--- config.mk ---
export PLATFORM = sky130hd
export DESIGN_NAME = asp_serial_port
export DESIGN_NICKNAME = d
export VERILOG_FILES = /design/src/hw/asp_pkg.sv /design/src/hw/asp_serial_port.sv
export SDC_FILE = /design/constraint.sdc
export NUM_CORES = 1
export LEC_CHECK = 0
export BUFFER_PORTS_ARGS = -buffer_cell sky130_fd_sc_hd__buf_4
export CORE_MARGIN = 4
export CORE_UTILIZATION = 60
export CTS_CLUSTER_DIAMETER = 40
export CTS_CLUSTER_SIZE = 10
export DETAILED_ROUTE_END_ITERATION = 8
export PLACE_DENSITY = 0.79
export SLEW_MARGIN = 20
export SYNTH_ARGS = -nofsm -noshare
export SYNTH_HDL_FRONTEND = slang
export SYNTH_SLANG_ARGS = --single-unit
--- constraint.sdc ---
create_clock -name pclk -period 8.3 [get_ports pclk]
set_input_delay 1.245 -clock pclk [delete_from_list [all_inputs] [get_ports pclk]]
set_output_delay 1.245 -clock pclk [all_outputs]
set_load 0.01 [all_outputs]
--- src/hw/asp_pkg.sv ---
package asp_pkg;
  // ****************************************************
  // bus shape and register byte offsets
  // ****************************************************
  localparam int AW = 8;
  localparam int DW = 32;
  localparam logic [7:0] OFS_CFG   = 8'h00;
  localparam logic [7:0] OFS_DOFS  = 8'h04;
  localparam logic [7:0] OFS_INV   = 8'h08;
  localparam logic [7:0] OFS_ROUTE = 8'h0C;
  localparam logic [7:0] OFS_SEL   = 8'h10;
  localparam logic [7:0] OFS_PINFN = 8'h14;
  localparam logic [7:0] OFS_DIV   = 8'h18;
  localparam logic [7:0] OFS_TXL   = 8'h1C;
  localparam logic [7:0] OFS_TXR   = 8'h20;
  localparam logic [7:0] OFS_RXL   = 8'h24;
  localparam logic [7:0] OFS_RXR   = 8'h28;
  localparam logic [7:0] OFS_STAT  = 8'h2C;
  // ****************************************************
  // field positions, masks and reset values
  // ****************************************************
  localparam int CFG_FMT = 6;
  localparam int CFG_WL = 4;
  localparam int CFG_BDIR = 3;
  localparam int CFG_WDIR = 2;
  localparam int CFG_TRI = 0;
  localparam int INV_BCLK = 3;
  localparam int RT_PBSRC = 7;
  localparam int RT_PWSRC = 4;
  localparam int RT_SWSRC = 2;
  localparam int RT_LOOP = 1;
  localparam int SEL_SWPIN = 2;
  localparam int SEL_SERIAL_AUDIO_IN = 0;
  localparam int PF_GP1 = 0;
  localparam int PF_GP2 = 4;
  localparam int PF_CTL = 8;
  localparam int PF_SDO = 12;
  localparam int PF_SCLK = 16;
  localparam int PF_INPUT_ONLY_PIN_ONE = 18;
  localparam int PF_INPUT_ONLY_PIN_TWO = 20;
  localparam int PF_INPUT_ONLY_PIN_THREE = 22;
  localparam logic [7:0] MSK_CFG = 8'hFD;
  localparam logic [7:0] MSK_ROUTE = 8'hBE;
  localparam logic [7:0] MSK_SEL = 8'h1D;
  localparam logic [7:0] RST_DIV = 8'h04;
  localparam logic [23:0] RST_PINFN = 24'h001000;
  // ****************************************************
  // codes
  // ****************************************************
  localparam logic [1:0] FMT_I2S = 2'h0;
  localparam logic [1:0] FMT_DSP = 2'h1;
  localparam logic [1:0] FMT_RJ = 2'h2;
  localparam logic [1:0] FMT_LJ = 2'h3;
  localparam logic [9:0] WL16 = 10'h010;
  localparam logic [9:0] WL20 = 10'h014;
  localparam logic [9:0] WL24 = 10'h018;
  localparam logic [9:0] WL32 = 10'h020;
  localparam logic [1:0] SRC_PLAY = 2'h0;
  localparam logic [1:0] SRC_REC = 2'h1;
  localparam logic [1:0] SRC_OTHER = 2'h2;
  localparam logic [2:0] FN_SDO_PRI = 3'h1;
  localparam logic [2:0] FN_SDO_SWO = 3'h7;
  localparam logic [3:0] FN_GP_SWO = 4'h9;
  localparam logic [3:0] FN_CTL_SWO = 4'hA;
  localparam logic [3:0] FN_GP_SIN = 4'h1;
  localparam logic [1:0] FN_SCLK_SIN = 2'h3;
  localparam logic [1:0] FN_GPI_SIN = 2'h1;
  localparam logic [2:0] SWP_GP1 = 3'h0;
  localparam logic [2:0] SWP_SCLK = 3'h1;
  localparam logic [2:0] SWP_CTL = 3'h2;
  localparam logic [2:0] SWP_SDO = 3'h3;
  localparam logic [2:0] SWP_GP2 = 3'h4;
  localparam logic [2:0] SWP_INPUT_ONLY_PIN_ONE = 3'h5;
  localparam logic [2:0] SWP_INPUT_ONLY_PIN_TWO = 3'h6;
  // synchroniser lanes
  localparam int NSY = 13;
  localparam int IX_WCLK = 0;
  localparam int IX_BCLK = 1;
  localparam int IX_SERIAL_AUDIO_IN = 2;
  localparam int IX_SSDIN = 3;
  localparam int IX_SBCLK = 4;
  localparam int IX_PLAY = 5;
  localparam int IX_REC = 6;
  localparam int IX_GP1 = 7;
  localparam int IX_GP2 = 8;
  localparam int IX_SCLK = 9;
  localparam int IX_INPUT_ONLY_PIN_ONE = 10;
  localparam int IX_INPUT_ONLY_PIN_TWO = 11;
  localparam int IX_INPUT_ONLY_PIN_THREE = 12;
  typedef struct packed {
    logic       ok;
    logic       right;
    logic [4:0] idx;
  } asp_slot_type;
endpackage

--- src/hw/asp_serial_port.sv ---
`timescale 1ns/100ps
// Notes on behaviour
// - format field selects RJ, LJ, I2S, DSP
// - RJ: LSB lands just before word edge
// - LJ: MSB on first edge after word edge
// - I2S: MSB on second edge after edge
// - DSP: falling word clock, left then right
// - DSP: data valid on falling bit clock
// - primary or secondary host, one at once
// - direction bit makes word clock output
// - primary word clock output source select
// - direction bit makes bit clock output
// - primary bit clock output source select
// - receive data from primary or secondary
// - serial out: core data or loopback
// - secondary word clock pin selector
// - pin function drives secondary word clock
// - secondary word clock output source select
// - pin function enables secondary clock input
// - MSB first, 16/20/24/32 bit words
// - programmable data offset in bit clocks
// - bit clock inversion for any format
// - optional tri-state outside data slots
module asp_serial_port (
  // apb slave
  input  wire logic                   pclk,
  input  wire logic                   presetn,
  input  wire logic                   psel,
  input  wire logic                   penable,
  input  wire logic                   pwrite,
  input  wire logic [asp_pkg::AW-1:0] paddr,
  input  wire logic [asp_pkg::DW-1:0] pwdata,
  output logic      [asp_pkg::DW-1:0] prdata,
  output logic                        pready,
  output logic                        pslverr,
  // primary clocks and data
  input  wire logic                   wclk_in,
  output logic                        wclk_out,
  output logic                        wclk_oe,
  input  wire logic                   bclk_in,
  output logic                        bclk_out,
  output logic                        bclk_oe,
  input  wire logic                   serial_audio_in,
  output logic                        serial_audio_out,
  output logic                        serial_audio_out_oe,
  // secondary host and rate clocks
  input  wire logic                   sec_bclk_in,
  input  wire logic                   sec_data_in,
  input  wire logic                   playback_rate_clock,
  input  wire logic                   record_rate_clock,
  // shared pins
  input  wire logic                   general_pin_one_in,
  output logic                        general_pin_one_out,
  output logic                        general_pin_one_oe,
  input  wire logic                   general_pin_two_in,
  output logic                        general_pin_two_out,
  output logic                        general_pin_two_oe,
  output logic                        ctl_dout_out,
  output logic                        ctl_dout_oe,
  input  wire logic                   ctl_sclk_in,
  input  wire logic                   input_only_pin_one,
  input  wire logic                   input_only_pin_two,
  input  wire logic                   input_only_pin_three
);
  import asp_pkg::*;

  // ****************************************************
  // register file over apb
  // ****************************************************
  logic [7:0]    cfg_q, cfg_d, dofs_q, dofs_d, route_q, route_d;
  logic [7:0]    sel_q, sel_d, div_q, div_d;
  logic          inv_q, inv_d;
  logic [23:0]   pinfn_q, pinfn_d;
  logic [DW-1:0] txl_q, txl_d, txr_q, txr_d, rxl_q, rxr_q, stat;
  logic [DW-1:0] prdata_d;
  logic          pready_d, pslverr_d;
  logic [3:0]    ridx;

  // address decode shared by read and write paths
  function automatic logic [3:0] reg_index(input logic [AW-1:0] a);
    if (a == OFS_CFG) return 4'h0;
    else if (a == OFS_DOFS) return 4'h1;
    else if (a == OFS_INV) return 4'h2;
    else if (a == OFS_ROUTE) return 4'h3;
    else if (a == OFS_SEL) return 4'h4;
    else if (a == OFS_PINFN) return 4'h5;
    else if (a == OFS_DIV) return 4'h6;
    else if (a == OFS_TXL) return 4'h7;
    else if (a == OFS_TXR) return 4'h8;
    else if (a == OFS_RXL) return 4'h9;
    else if (a == OFS_RXR) return 4'hA;
    else if (a == OFS_STAT) return 4'hB;
    else return 4'hF;
  endfunction

  // answer is prepared in setup so access never waits
  always_comb begin
    ridx = reg_index(paddr);
    {cfg_d, dofs_d, inv_d, route_d} = {cfg_q, dofs_q, inv_q, route_q};
    {sel_d, pinfn_d, div_d} = {sel_q, pinfn_q, div_q};
    {txl_d, txr_d} = {txl_q, txr_q};
    prdata_d = prdata;
    pready_d = 1'b0;
    pslverr_d = 1'b0;
    if (psel && !penable) begin
      pready_d = 1'b1;
      pslverr_d = (ridx == 4'hF) || (pwrite && ridx > 4'h8);
      case (ridx)
        4'h0: prdata_d = DW'(cfg_q);
        4'h1: prdata_d = DW'(dofs_q);
        4'h2: prdata_d = DW'({inv_q, 3'h0});
        4'h3: prdata_d = DW'(route_q);
        4'h4: prdata_d = DW'(sel_q);
        4'h5: prdata_d = DW'(pinfn_q);
        4'h6: prdata_d = DW'(div_q);
        4'h7: prdata_d = txl_q;
        4'h8: prdata_d = txr_q;
        4'h9: prdata_d = rxl_q;
        4'hA: prdata_d = rxr_q;
        4'hB: prdata_d = stat;
        default: prdata_d = '0;
      endcase
    end
    if (psel && penable && pready && pwrite) begin
      case (ridx)
        4'h0: cfg_d = pwdata[7:0] & MSK_CFG;
        4'h1: dofs_d = pwdata[7:0];
        4'h2: inv_d = pwdata[INV_BCLK];
        4'h3: route_d = pwdata[7:0] & MSK_ROUTE;
        4'h4: sel_d = pwdata[7:0] & MSK_SEL;
        4'h5: pinfn_d = pwdata[23:0];
        4'h6: div_d = pwdata[7:0];
        4'h7: txl_d = pwdata;
        4'h8: txr_d = pwdata;
        default: ;
      endcase
    end
  end

  // configuration flops
  always_ff @(posedge pclk or negedge presetn) begin
    if (!presetn) begin
      {cfg_q, dofs_q, inv_q, route_q, sel_q} <= '0;
      pinfn_q <= RST_PINFN;
      div_q <= RST_DIV;
      {txl_q, txr_q, prdata} <= '0;
      {pready, pslverr} <= 2'h0;
    end else begin
      {cfg_q, dofs_q, inv_q, route_q, sel_q} <=
        {cfg_d, dofs_d, inv_d, route_d, sel_d};
      {pinfn_q, div_q, txl_q, txr_q} <= {pinfn_d, div_d, txl_d, txr_d};
      {prdata, pready, pslverr} <= {prdata_d, pready_d, pslverr_d};
    end
  end

  // field views
  wire logic [1:0] fmt = cfg_q[CFG_FMT+:2];
  wire logic       dsp = (fmt == FMT_DSP);
  wire logic [1:0] wlc = cfg_q[CFG_WL+:2];
  wire logic       bdir = cfg_q[CFG_BDIR];
  wire logic       wdir = cfg_q[CFG_WDIR];
  wire logic       tri_en = cfg_q[CFG_TRI];
  wire logic       loop = route_q[RT_LOOP];
  wire logic [2:0] swpin = sel_q[SEL_SWPIN+:3];
  wire logic [2:0] sdofn = pinfn_q[PF_SDO+:3];
  wire logic [3:0] gp1fn = pinfn_q[PF_GP1+:4];
  wire logic [3:0] gp2fn = pinfn_q[PF_GP2+:4];

  // ****************************************************
  // pin synchronisers
  // ****************************************************
  logic [NSY-1:0] raw, s1_q, s2_q, s3_q, lvl_q, lvl_d;
  assign raw = {input_only_pin_three, input_only_pin_two,
                input_only_pin_one, ctl_sclk_in, general_pin_two_in,
                general_pin_one_in, record_rate_clock,
                playback_rate_clock, sec_bclk_in, sec_data_in,
                serial_audio_in, bclk_in, wclk_in};
  // a lane moves only where stages two and three agree
  always_comb lvl_d = (s3_q & ~(s2_q ^ s3_q)) | (lvl_q & (s2_q ^ s3_q));
  always_ff @(posedge pclk or negedge presetn) begin
    if (!presetn) begin
      {s1_q, s2_q, s3_q, lvl_q} <= '0;
    end else begin
      {s1_q, s2_q, s3_q, lvl_q} <= {raw, s1_q, s2_q, lvl_d};
    end
  end

  // ****************************************************
  // frame engine
  // ****************************************************
  logic [8:0]   pos_q, pos_d, half_q, half_d, npos;
  logic [DW-1:0] rsh_q, rsh_d, rxl_d, rxr_d, word;
  logic         bseen_q, bseen_d, wseen_q, wseen_d, tbit_q, tbit_d;
  logic         toe_q, toe_d, ibclk_q, ibclk_d, rxbit, evt_w, rch;
  logic [7:0]   dcnt_q, dcnt_d;
  logic         bclk_now, wclk_now, beff, bpeff, smp_evt, lch_evt;
  asp_slot_type sl;

  // bit position within the slot pair, MSB first
  function automatic asp_slot_type slot_of(
      input logic [8:0] pos, input logic rc, input logic [1:0] f,
      input logic [1:0] wc, input logic [7:0] ofs,
      input logic [8:0] half);
    logic [9:0]   w, st, rel;
    asp_slot_type s;
    w = (wc == 2'h0) ? WL16 : (wc == 2'h1) ? WL20 :
        (wc == 2'h2) ? WL24 : WL32;
    if (f == FMT_RJ) begin
      st = ({1'b0, half} > w) ? {1'b0, half} - w : '0;
    end else begin
      st = {2'h0, ofs} + ((f == FMT_I2S) ? 10'h001 : 10'h000);
    end
    rel = {1'b0, pos} - st;
    s.ok = ({1'b0, pos} >= st) &&
           (rel < ((f == FMT_DSP) ? (w << 1) : w));
    s.right = (f == FMT_DSP) ? (rel >= w) : rc;
    if (f == FMT_DSP && s.right) begin
      rel = rel - w;
    end
    s.idx = 5'(w - 10'h001 - rel);
    return s;
  endfunction

  // master clocks come from the pin flops so they carry no sync lag
  always_comb begin
    bclk_now = bdir ? bclk_out : lvl_d[IX_BCLK];
    wclk_now = wdir ? wclk_out : lvl_d[IX_WCLK];
    beff = bclk_now ^ inv_q;
    bpeff = bseen_q ^ inv_q;
    smp_evt = dsp ? (bpeff & ~beff) : (~bpeff & beff);
    lch_evt = dsp ? (~bpeff & beff) : (bpeff & ~beff);
    // dsp frames start on the falling word clock only
    evt_w = dsp ? (wseen_q & ~wclk_now) : (wseen_q ^ wclk_now);
    npos = evt_w ? '0 : pos_q + 9'h001;
    rch = (fmt == FMT_I2S) ? wclk_now : ~wclk_now;
    sl = slot_of(npos, rch, fmt, wlc, dofs_q, half_q);
    rxbit = sel_q[SEL_SERIAL_AUDIO_IN] ? lvl_d[IX_SSDIN] : lvl_d[IX_SERIAL_AUDIO_IN];
    word = sl.right ? txr_q : txl_q;
    {pos_d, half_d, wseen_d, rsh_d} = {pos_q, half_q, wseen_q, rsh_q};
    {rxl_d, rxr_d, tbit_d, toe_d} = {rxl_q, rxr_q, tbit_q, toe_q};
    bseen_d = bclk_now;
    if (smp_evt) begin
      pos_d = npos;
      wseen_d = wclk_now;
      if (evt_w) begin
        half_d = pos_q + 9'h001;
      end
      if (sl.ok) begin
        rsh_d = (sl.idx == 5'(slot_of(9'h000, 1'b0, FMT_LJ, wlc,
                 8'h00, 9'h000).idx)) ? DW'(rxbit)
                : {rsh_q[DW-2:0], rxbit};
        if (sl.idx == 5'h00 && sl.right) rxr_d = rsh_d;
        if (sl.idx == 5'h00 && !sl.right) rxl_d = rsh_d;
      end
    end
    if (lch_evt) begin
      tbit_d = sl.ok & word[sl.idx];
      toe_d = sl.ok | ~tri_en;
    end
    // internal bit clock: half period of div_q+1 pclk cycles
    dcnt_d = (dcnt_q == div_q) ? 8'h00 : dcnt_q + 8'h01;
    ibclk_d = ibclk_q ^ (dcnt_q == div_q);
  end

  // engine flops
  always_ff @(posedge pclk or negedge presetn) begin
    if (!presetn) begin
      {pos_q, half_q, rsh_q, rxl_q, rxr_q} <= '0;
      {bseen_q, wseen_q, tbit_q, toe_q, ibclk_q} <= 5'h00;
      dcnt_q <= '0;
    end else begin
      {pos_q, half_q, rsh_q, rxl_q, rxr_q} <=
        {pos_d, half_d, rsh_d, rxl_d, rxr_d};
      {bseen_q, wseen_q, tbit_q, toe_q, ibclk_q} <=
        {bseen_d, wseen_d, tbit_d, toe_d, ibclk_d};
      dcnt_q <= dcnt_d;
    end
  end
  assign stat = DW'({half_q, pos_q, rch, wseen_q});

  // ****************************************************
  // pin routing
  // ****************************************************
  logic swin, swout, pw_d, pb_d, sdo_d, sdoe_d;
  logic g1o_d, g1e_d, g2o_d, g2e_d, cto_d, cte_d;
  always_comb begin
    // secondary word clock input, only from enabled pins
    case (swpin)
      SWP_GP1: swin = lvl_d[IX_GP1] & (gp1fn == FN_GP_SIN);
      SWP_SCLK: swin = lvl_d[IX_SCLK]
                & (pinfn_q[PF_SCLK+:2] == FN_SCLK_SIN);
      SWP_GP2: swin = lvl_d[IX_GP2] & (gp2fn == FN_GP_SIN);
      SWP_INPUT_ONLY_PIN_ONE: swin = lvl_d[IX_INPUT_ONLY_PIN_ONE]
                & (pinfn_q[PF_INPUT_ONLY_PIN_ONE+:2] == FN_GPI_SIN);
      SWP_INPUT_ONLY_PIN_TWO: swin = lvl_d[IX_INPUT_ONLY_PIN_TWO]
                & (pinfn_q[PF_INPUT_ONLY_PIN_TWO+:2] == FN_GPI_SIN);
      3'h7: swin = lvl_d[IX_INPUT_ONLY_PIN_THREE] & (pinfn_q[PF_INPUT_ONLY_PIN_THREE+:2] == FN_GPI_SIN);
      default: swin = 1'b0; // output-only pins give no input
    endcase
    case (route_q[RT_SWSRC+:2])
      SRC_REC: swout = lvl_d[IX_REC];
      SRC_OTHER: swout = wclk_now;
      default: swout = lvl_d[IX_PLAY];
    endcase
    case (route_q[RT_PWSRC+:2])
      SRC_REC: pw_d = lvl_d[IX_REC];
      SRC_OTHER: pw_d = swin;
      default: pw_d = lvl_d[IX_PLAY];
    endcase
    pb_d = route_q[RT_PBSRC] ? lvl_d[IX_SBCLK] : ibclk_d;
    g1e_d = (swpin == SWP_GP1) && (gp1fn == FN_GP_SWO);
    g2e_d = (swpin == SWP_GP2) && (gp2fn == FN_GP_SWO);
    cte_d = (swpin == SWP_CTL) && (pinfn_q[PF_CTL+:4] == FN_CTL_SWO);
    g1o_d = swout & g1e_d;
    g2o_d = swout & g2e_d;
    cto_d = swout & cte_d;
    // pin function picks core data, secondary word clock or no drive
    if (sdofn == FN_SDO_PRI) begin
      sdo_d = loop ? lvl_d[IX_SSDIN] : tbit_d;
      sdoe_d = loop | toe_d;
    end else if (sdofn == FN_SDO_SWO && swpin == SWP_SDO) begin
      sdo_d = swout;
      sdoe_d = 1'b1;
    end else begin
      sdo_d = 1'b0;
      sdoe_d = 1'b0;
    end
  end

  // pin flops; clock pin enables follow the direction bits
  always_ff @(posedge pclk or negedge presetn) begin
    if (!presetn) begin
      {wclk_out, wclk_oe, bclk_out, bclk_oe} <= 4'h0;
      {serial_audio_out, serial_audio_out_oe} <= 2'h0;
      {general_pin_one_out, general_pin_one_oe} <= 2'h0;
      {general_pin_two_out, general_pin_two_oe} <= 2'h0;
      {ctl_dout_out, ctl_dout_oe} <= 2'h0;
    end else begin
      {wclk_out, wclk_oe} <= {pw_d, wdir};
      {bclk_out, bclk_oe} <= {pb_d, bdir};
      {serial_audio_out, serial_audio_out_oe} <= {sdo_d, sdoe_d};
      {general_pin_one_out, general_pin_one_oe} <= {g1o_d, g1e_d};
      {general_pin_two_out, general_pin_two_oe} <= {g2o_d, g2e_d};
      {ctl_dout_out, ctl_dout_oe} <= {cto_d, cte_d};
    end
  end
endmodule // asp_serial_port

==> results.json, run 1 <==
{
  "async_flop_share_pct": 100,
  "layout_common_cells": "dfrtp_1, mux2_2, buf_4",
  "hold-path-endpoint": "s2_q[2]",
  "grt_use_total_pct": 30.0,
  "clockBufferDepth": 3,
  "port_buffers": 103,
  "syn_inst": 1320,
  "htree_num_levels": 2,
  "p_leak_nw": 9.01,
  "path_clk_slew_ps": 50,
  "hold_path_startpoint": "s1_q[2]",
  "dieArea_um2": 30200,
  "power_density_nw_per_um2": 245,
  "synth-main-ff-cell": "dfrtp_1",
  "post-route-min-period_ps": 7930,
  "cts_buffers": 45,
  "slew_headroom_pct": 30.8,
  "overflow": 0,
  "busiest_layer": "met2",
  "grt_use_met3_pct": 5.91,
  "clk_latency_ps": 540,
  "drc": 0,
  "hold_path.class": "reg2reg",
  "clock_skew_ps": 14.6,
  "synth_fp_nets": 1417,
  "timing.hold.ws_ps": 342,
  "core_um2": 27000,
  "synth-seq-cells": 346,
  "synth_area_leaders": "dfrtp_1, mux2_2, ha_1",
  "reg2regPathDepth": 28,
  "first_pass_iters": 6,
  "fin_setup_tns_ps": 0,
  "critPathCaptureType": "flop",
  "syn_area_um2": 16500,
  "synthesis.yosys.warnings": 0,
  "holdBufCountCts": 0,
  "clock_sinks": 346,
  "netlist.area_leader.share_pct": 52.2,
  "grt_pass1_vias": 12200,
  "fill_cells": 1852,
  "gp_congestion": 0.930,
  "drv_cap": 0,
  "synth-edff-count": 0,
  "hold_violations": 0,
  "rsz0062_at_grt": "false",
  "tritoncts": "built",
  "diodes": 0,
  "wire_per_inst_um": 25.2,
  "r2r-start": "cfg_q[5]",
  "syn_area_per_cell_um2": 12.5,
  "routed_wirelength_um": 45300,
  "grt_start_max_net_pins": 184,
  "area_growth_pct": 15.4,
  "critPathMostFrequentCell": "ha_1",
  "finalSetupViolCount": 0,
  "synth-seq-area-share_pct": 52.6,
  "grt_first_pass_wirelength_um": 71600,
  "worstReg2RegEnd": "rxr_q[30]",
  "die_x_um": 174,
  "maxSlewViolCount": 0,
  "root_buffer": "clkbuf_16",
  "crit_type": "reg2reg",
  "reg2reg_slack_ps": 370,
  "layout_commonest_cell": "dfrtp_1",
  "tightest_slew_ps": 1040,
  "start_kind": "flop",
  "critical_path.max_fanout": 32,
  "slowest_stage": "dfrtp_1",
  "dp_hpwl_um": 30600,
  "ios": 104,
  "antenna_found_initial": 0,
  "max_freq_mhz": 126,
  "final.period_utilization_pct": 95.6,
  "drt_iter0_markers": 1272,
  "detailedPlace.worstSlack_ps": 474,
  "initial_utilization_pct": 61.1,
  "die_h_um": 174,
  "gr-usage-met2_pct": 46.8,
  "ir_worst_vdd_uv": 175,
  "yosysUniqueCellTypes": 83,
  "grt_util_met1_pct": 42.7,
  "drive_gt1_share_pct": 29.8,
  "std_cell_rows": 60,
  "ant_nets": 0,
  "required_ps": 8720,
  "layout.nets": 1524,
  "yosys.area.top_type": "dfrtp_1",
  "critical_path_arrival_ps": 8350,
  "vias": 11900,
  "max_stage_delay_ps": 480,
  "status": "completed",
  "via_per_inst": 6.62,
  "hold_depth": 0,
  "setup_slack_ps": 368
}
## synthesized netlist by cell type (all sizes together) (8+ instances only)
cell    number
nor3        11
mux2       232
a221oi      32
nand3       28
dfrtp      344
a21oi       32
ha          36
nand2b      16
clkbuf      44
a221o       14
buf         22
nor2b        9
maj3        13
and3         8
xor2        25
inv         29
nor2        55
a21o        11
nand4       11
a21boi      31
a22oi       29
xnor2       20
mux4        12
a22o        35
nand2       76
o21ai       49
## kinds of logic after synthesis
| logic type | synth area share (%) |
|---|---|
| and+or+nand+nor | 7.56 |
| DFF | 52.6 |
| buffers and inverters | 2.47 |
| muxes | 17.9 |
| adders and majority gates | 3.89 |
| xor gates and xnor gates | 2.48 |
| AOI/OAI and AO/OA | 13.1 |
## report_power, final
group          switching, mW  total, mW  internal, mW
logic                  0.680       1.06         0.378
registers             0.0482       1.78          1.74
clock network          0.698       1.81          1.11
total                   1.43       4.65          3.23
## how the worst max path moves through the flow
stage / start / end / slack, ps / cells after the start
after detailed placement: cfg_q[5] / rxr_q[18] / 470 / 29
after global routing: cfg_q[5] / rxr_q[30] / 1 / 30
after global placement: cfg_q[5] / rxr_q[31] / 700 / 29
after CTS: cfg_q[5] / rxr_q[30] / 430 / 29
final: cfg_q[5] / rxr_q[30] / 370 / 28
after floorplan: cfg_q[5] / rxl_q[28] / 1430 / 28
## per-stage QoR
stage	cells	area (µm²)	total power, mW	util [%]
6_report	1795	19000	4.65	70.6
5_1_grt	1795	19000	4.86	70.6
4_1_cts	1795	19000	4.66	70.5
3_5_place_dp	1721	17600	2.85	65.4
3_3_place_gp	1721	17600	2.84	65.4
2_1_floorplan	1320	16500	2.51	-
## layout make-up
cell class                 instances  area [µm²]  share of cell area (%)
timing repair buffer             126         978                    5.15
clock buffer                      63        1250                    6.60
tap                              341         427                    2.24
multi-input combinational        879        7440                    39.1
inverter                          29         109                   0.572
sequential                       346        8660                    45.5
clock inverter                    11         143                   0.750
## registers in the layout, summed over array words and instances, names as in the netlist, 7 cells and up
signal	count
pinfn_q	24
rsh_q	31
half_q	9
txl_q	32
s1_q	13
lvl_q	13
cfg_q	7
dofs_q	8
prdata	32
pos_q	9
rxl_q	32
txr_q	32
dcnt_q	8
div_q	8
s3_q	13
rxr_q	32
s2_q	13
## repair_timing
item	4_1_cts	5_1_grt
hold endpoints to repair	0	0
endpoints found under the setup margin	0	45
buffers inserted	0	0
resized for setup	0	1
## per-layer routing
layer | wire [µm] | vias to the layer above | part of all wire (%)
met4 | 1600 | 0 | 3.5
li1 | - | 5133 | -
met5 | 0 | - | 0
met1 | 19100 | 6041 | 42
met2 | 21000 | 583 | 46
met3 | 3600 | 127 | 7.9
## worst max-delay path: cells and delay by family, from the launching register on
| family | cells | cell delay (ps) |
|---|---|---|
| buffers and inverters | 5 | 810 |
| AO/OA/AOI/OAI | 8 | 2230 |
| adder cells (fa/ha/maj) | 8 | 2560 |
| multiplexers | 3 | 1040 |
| flip-flops | 1 | 480 |
| AND/OR/NAND/NOR | 3 | 330 |
| XOR/XNOR | 1 | 320 |
Note: power is estimated with default switching activity, not from simulation.
==> run 2: changes to the inputs <==
Settings changed: ABC_AREA set to 1.
==> results.json, run 2 <==
{
  "gp_congestion": 0.948,
  "first_pass_iters": 6,
  "fin_setup_tns_ps": 0,
  "power_density_nw_per_um2": 245,
  "dr_wl_met2_um": 22500,
  "finalPower_mw": 4.67,
  "grt_first_pass_wirelength_um": 80000,
  "drv_cap": 0,
  "grt_pass1_vias": 14600,
  "syn_area_um2": 16700,
  "ios": 104,
  "synth-seq-cells": 346,
  "synth-edff-count": 0,
  "status": "completed",
  "overflow": 0,
  "htree_num_levels": 2,
  "slowest_stage": "o2111ai_4",
  "start_kind": "flop",
  "tritoncts": "built",
  "final.period_utilization_pct": 84.6,
  "critPathMostFrequentCell": "inv_1",
  "die_h_um": 175,
  "routed_wirelength_um": 50200,
  "critPathCaptureType": "flop",
  "wire_per_inst_um": 20.2,
  "drt_iter0_markers": 2125,
  "hold_violations": 0,
  "syn_area_per_cell_um2": 8.36,
  "synth-seq-area-share_pct": 51.9,
  "synthTopCellsByCount": "nand2_1, dfrtp_1, nand3_1",
  "drive_gt1_share_pct": 10.6,
  "cts.repair.resized": 0,
  "wl_met1_um": 19800,
  "postCtsSetupRepairBufs": 0,
  "path_clk_slew_ps": 50,
  "crit_type": "reg2reg",
  "synth-main-ff-cell": "dfrtp_1",
  "tightest_slew_ps": 1140,
  "drc": 0,
  "synthesis.yosys.warnings": 0,
  "layout_common_cells": "nand2_1, dfrtp_1, nand3_1",
  "synth_fp_nets": 2094,
  "clock_sinks": 346,
  "ant_nets": 0,
  "max_freq_mhz": 142,
  "core_um2": 27200,
  "synth.most_common_cell": "nand2_1",
  "fill_cells": 2182,
  "root_buffer": "clkbuf_16",
  "grt_use_total_pct": 32.9,
  "dp_hpwl_um": 33500,
  "wl_met3_um": 5700,
  "vias": 15100,
  "utilization_pct": 70.2,
  "netlist.area_leader.share_pct": 51.6,
  "top_layer": "met5",
  "cts_buffers": 45,
  "std_cell_rows": 60,
  "required_ps": 8690,
  "post-place-cells": 2406,
  "ir_worst_vdd_uv": 175,
  "critical_path.max_fanout": 37,
  "maxSlewViolCount": 0,
  "initial_utilization_pct": 61.4,
  "yosysUniqueCellTypes": 53,
  "holdBufCountCts": 0,
  "grt_start_max_net_pins": 152,
  "port_buffers": 103,
  "detailedPlace.worstSlack_ps": 1410,
  "instances_no_fill": 2478,
  "async_flop_share_pct": 100,
  "layout_commonest_cell": "nand2_1",
  "clock_skew_ps": 18.1,
  "yosys.area.top_type": "dfrtp_1",
  "clockBufferDepth": 3,
  "max_stage_delay_ps": 520,
  "syn_inst": 1997,
  "critical_path_arrival_ps": 7410,
  "die_x_um": 175,
  "layout.nets": 2178,
  "antenna_found_initial": 1,
  "area_growth_pct": 14.3,
  "clk_latency_ps": 540,
  "setup_slack_ps": 1280,
  "synth_area_leaders": "dfrtp_1, nand2_1, nand3_1",
  "hold_path.class": "reg2reg",
  "dieArea_um2": 30500,
  "rsz0062_at_grt": "false",
  "p_leak_nw": 9.38,
  "via_per_inst": 6.10,
  "slew_headroom_pct": 23.8,
  "post-route-min-period_ps": 7020,
  "finalSetupViolCount": 0
}
## run 2: changes by cell type after synthesis, moves of 14 or more
cell      previous run  this run
nand2_1             75       637
mux2_2             203         1
nand3_1             28       222
o21ai_0             48       196
inv_1               28       159
a22o_1              35         3
a21boi_1            29         0
a22oi_1             29         0
mux2_1              29         0
nor2_1              54        73
nand2b_1            15         0
nor3_1              10        24
## run 2: worst paths after layout
| check | startpoint | end | cells after the start | slack [ps] |
|---|---|---|---|---|
| max | cfg_q[5] | rxr_q[22] | 35 | 1280 |
| min | s1_q[10] | s2_q[10] | 0 | 340 |
| max reg2reg | cfg_q[5] | rxr_q[22] | 35 | 1280 |
| min reg2reg | s1_q[10] | s2_q[10] | 0 | 340 |
| max in group asynchronous | presetn | txl_q[13] | 2 | 6160 |
| min in group asynchronous | presetn | s2_q[6] | 1 | 750 |
## run 2: cell families after synthesis
logic type                 after synthesis  share of synthesized area (%)
and+or+nand+nor                       1002                           25.4
AOI/OAI and AO/OA                      316                           11.1
muxes                                    1                         0.0675
DFF                                    346                           51.9
adders and majority gates               49                           3.66
buffers and inverters                  255                           6.36
xor gates and xnor gates                28                           1.47
## run 2: cell type report
type / instances / area, µm² / share of cell area (%)
flip-flops and latches: 346 / 8660 / 45.4
multi-input cells: 1396 / 7010 / 36.7
clock buffers: 60 / 1210 / 6.36
repair buffers: 123 / 947 / 4.96
inverters: 169 / 634 / 3.32
well taps: 372 / 465 / 2.44
clock inverters: 11 / 148 / 0.774
diodes: 1 / 2.50 / 0.0131
## run 2: critical path, delay by kind of cell, from the launching register on
family | cells | cell delay (ps)
fa+ha+maj | 8 | 2490
compound gates | 7 | 1370
buf+inv | 8 | 1250
simple gates | 10 | 890
flops | 1 | 410
xor+xnor | 2 | 400
## run 2: stage by stage
step	cell area (µm²)	hold slack, ps
global route	19100	347
detailed placement	17700	335
CTS	19100	343
floorplan	16700	331
finish	19100	340
global placement	17700	334
## run 2: metal layers
metal | vias up | global-route usage (%)
li1 | 6762 | -
met1 | 7219 | 46.0
met2 | 988 | 50.7
met3 | 152 | 7.62
met4 | 2 | 12.5
met5 | - | 0
## run 2: where the power goes
group	leakage, nW	switching (mW)	internal, mW	total [mW]
registers	4.68	0.0373	1.74	1.77
clock network	0.663	0.706	1.11	1.81
logic	4.04	0.752	0.329	1.08
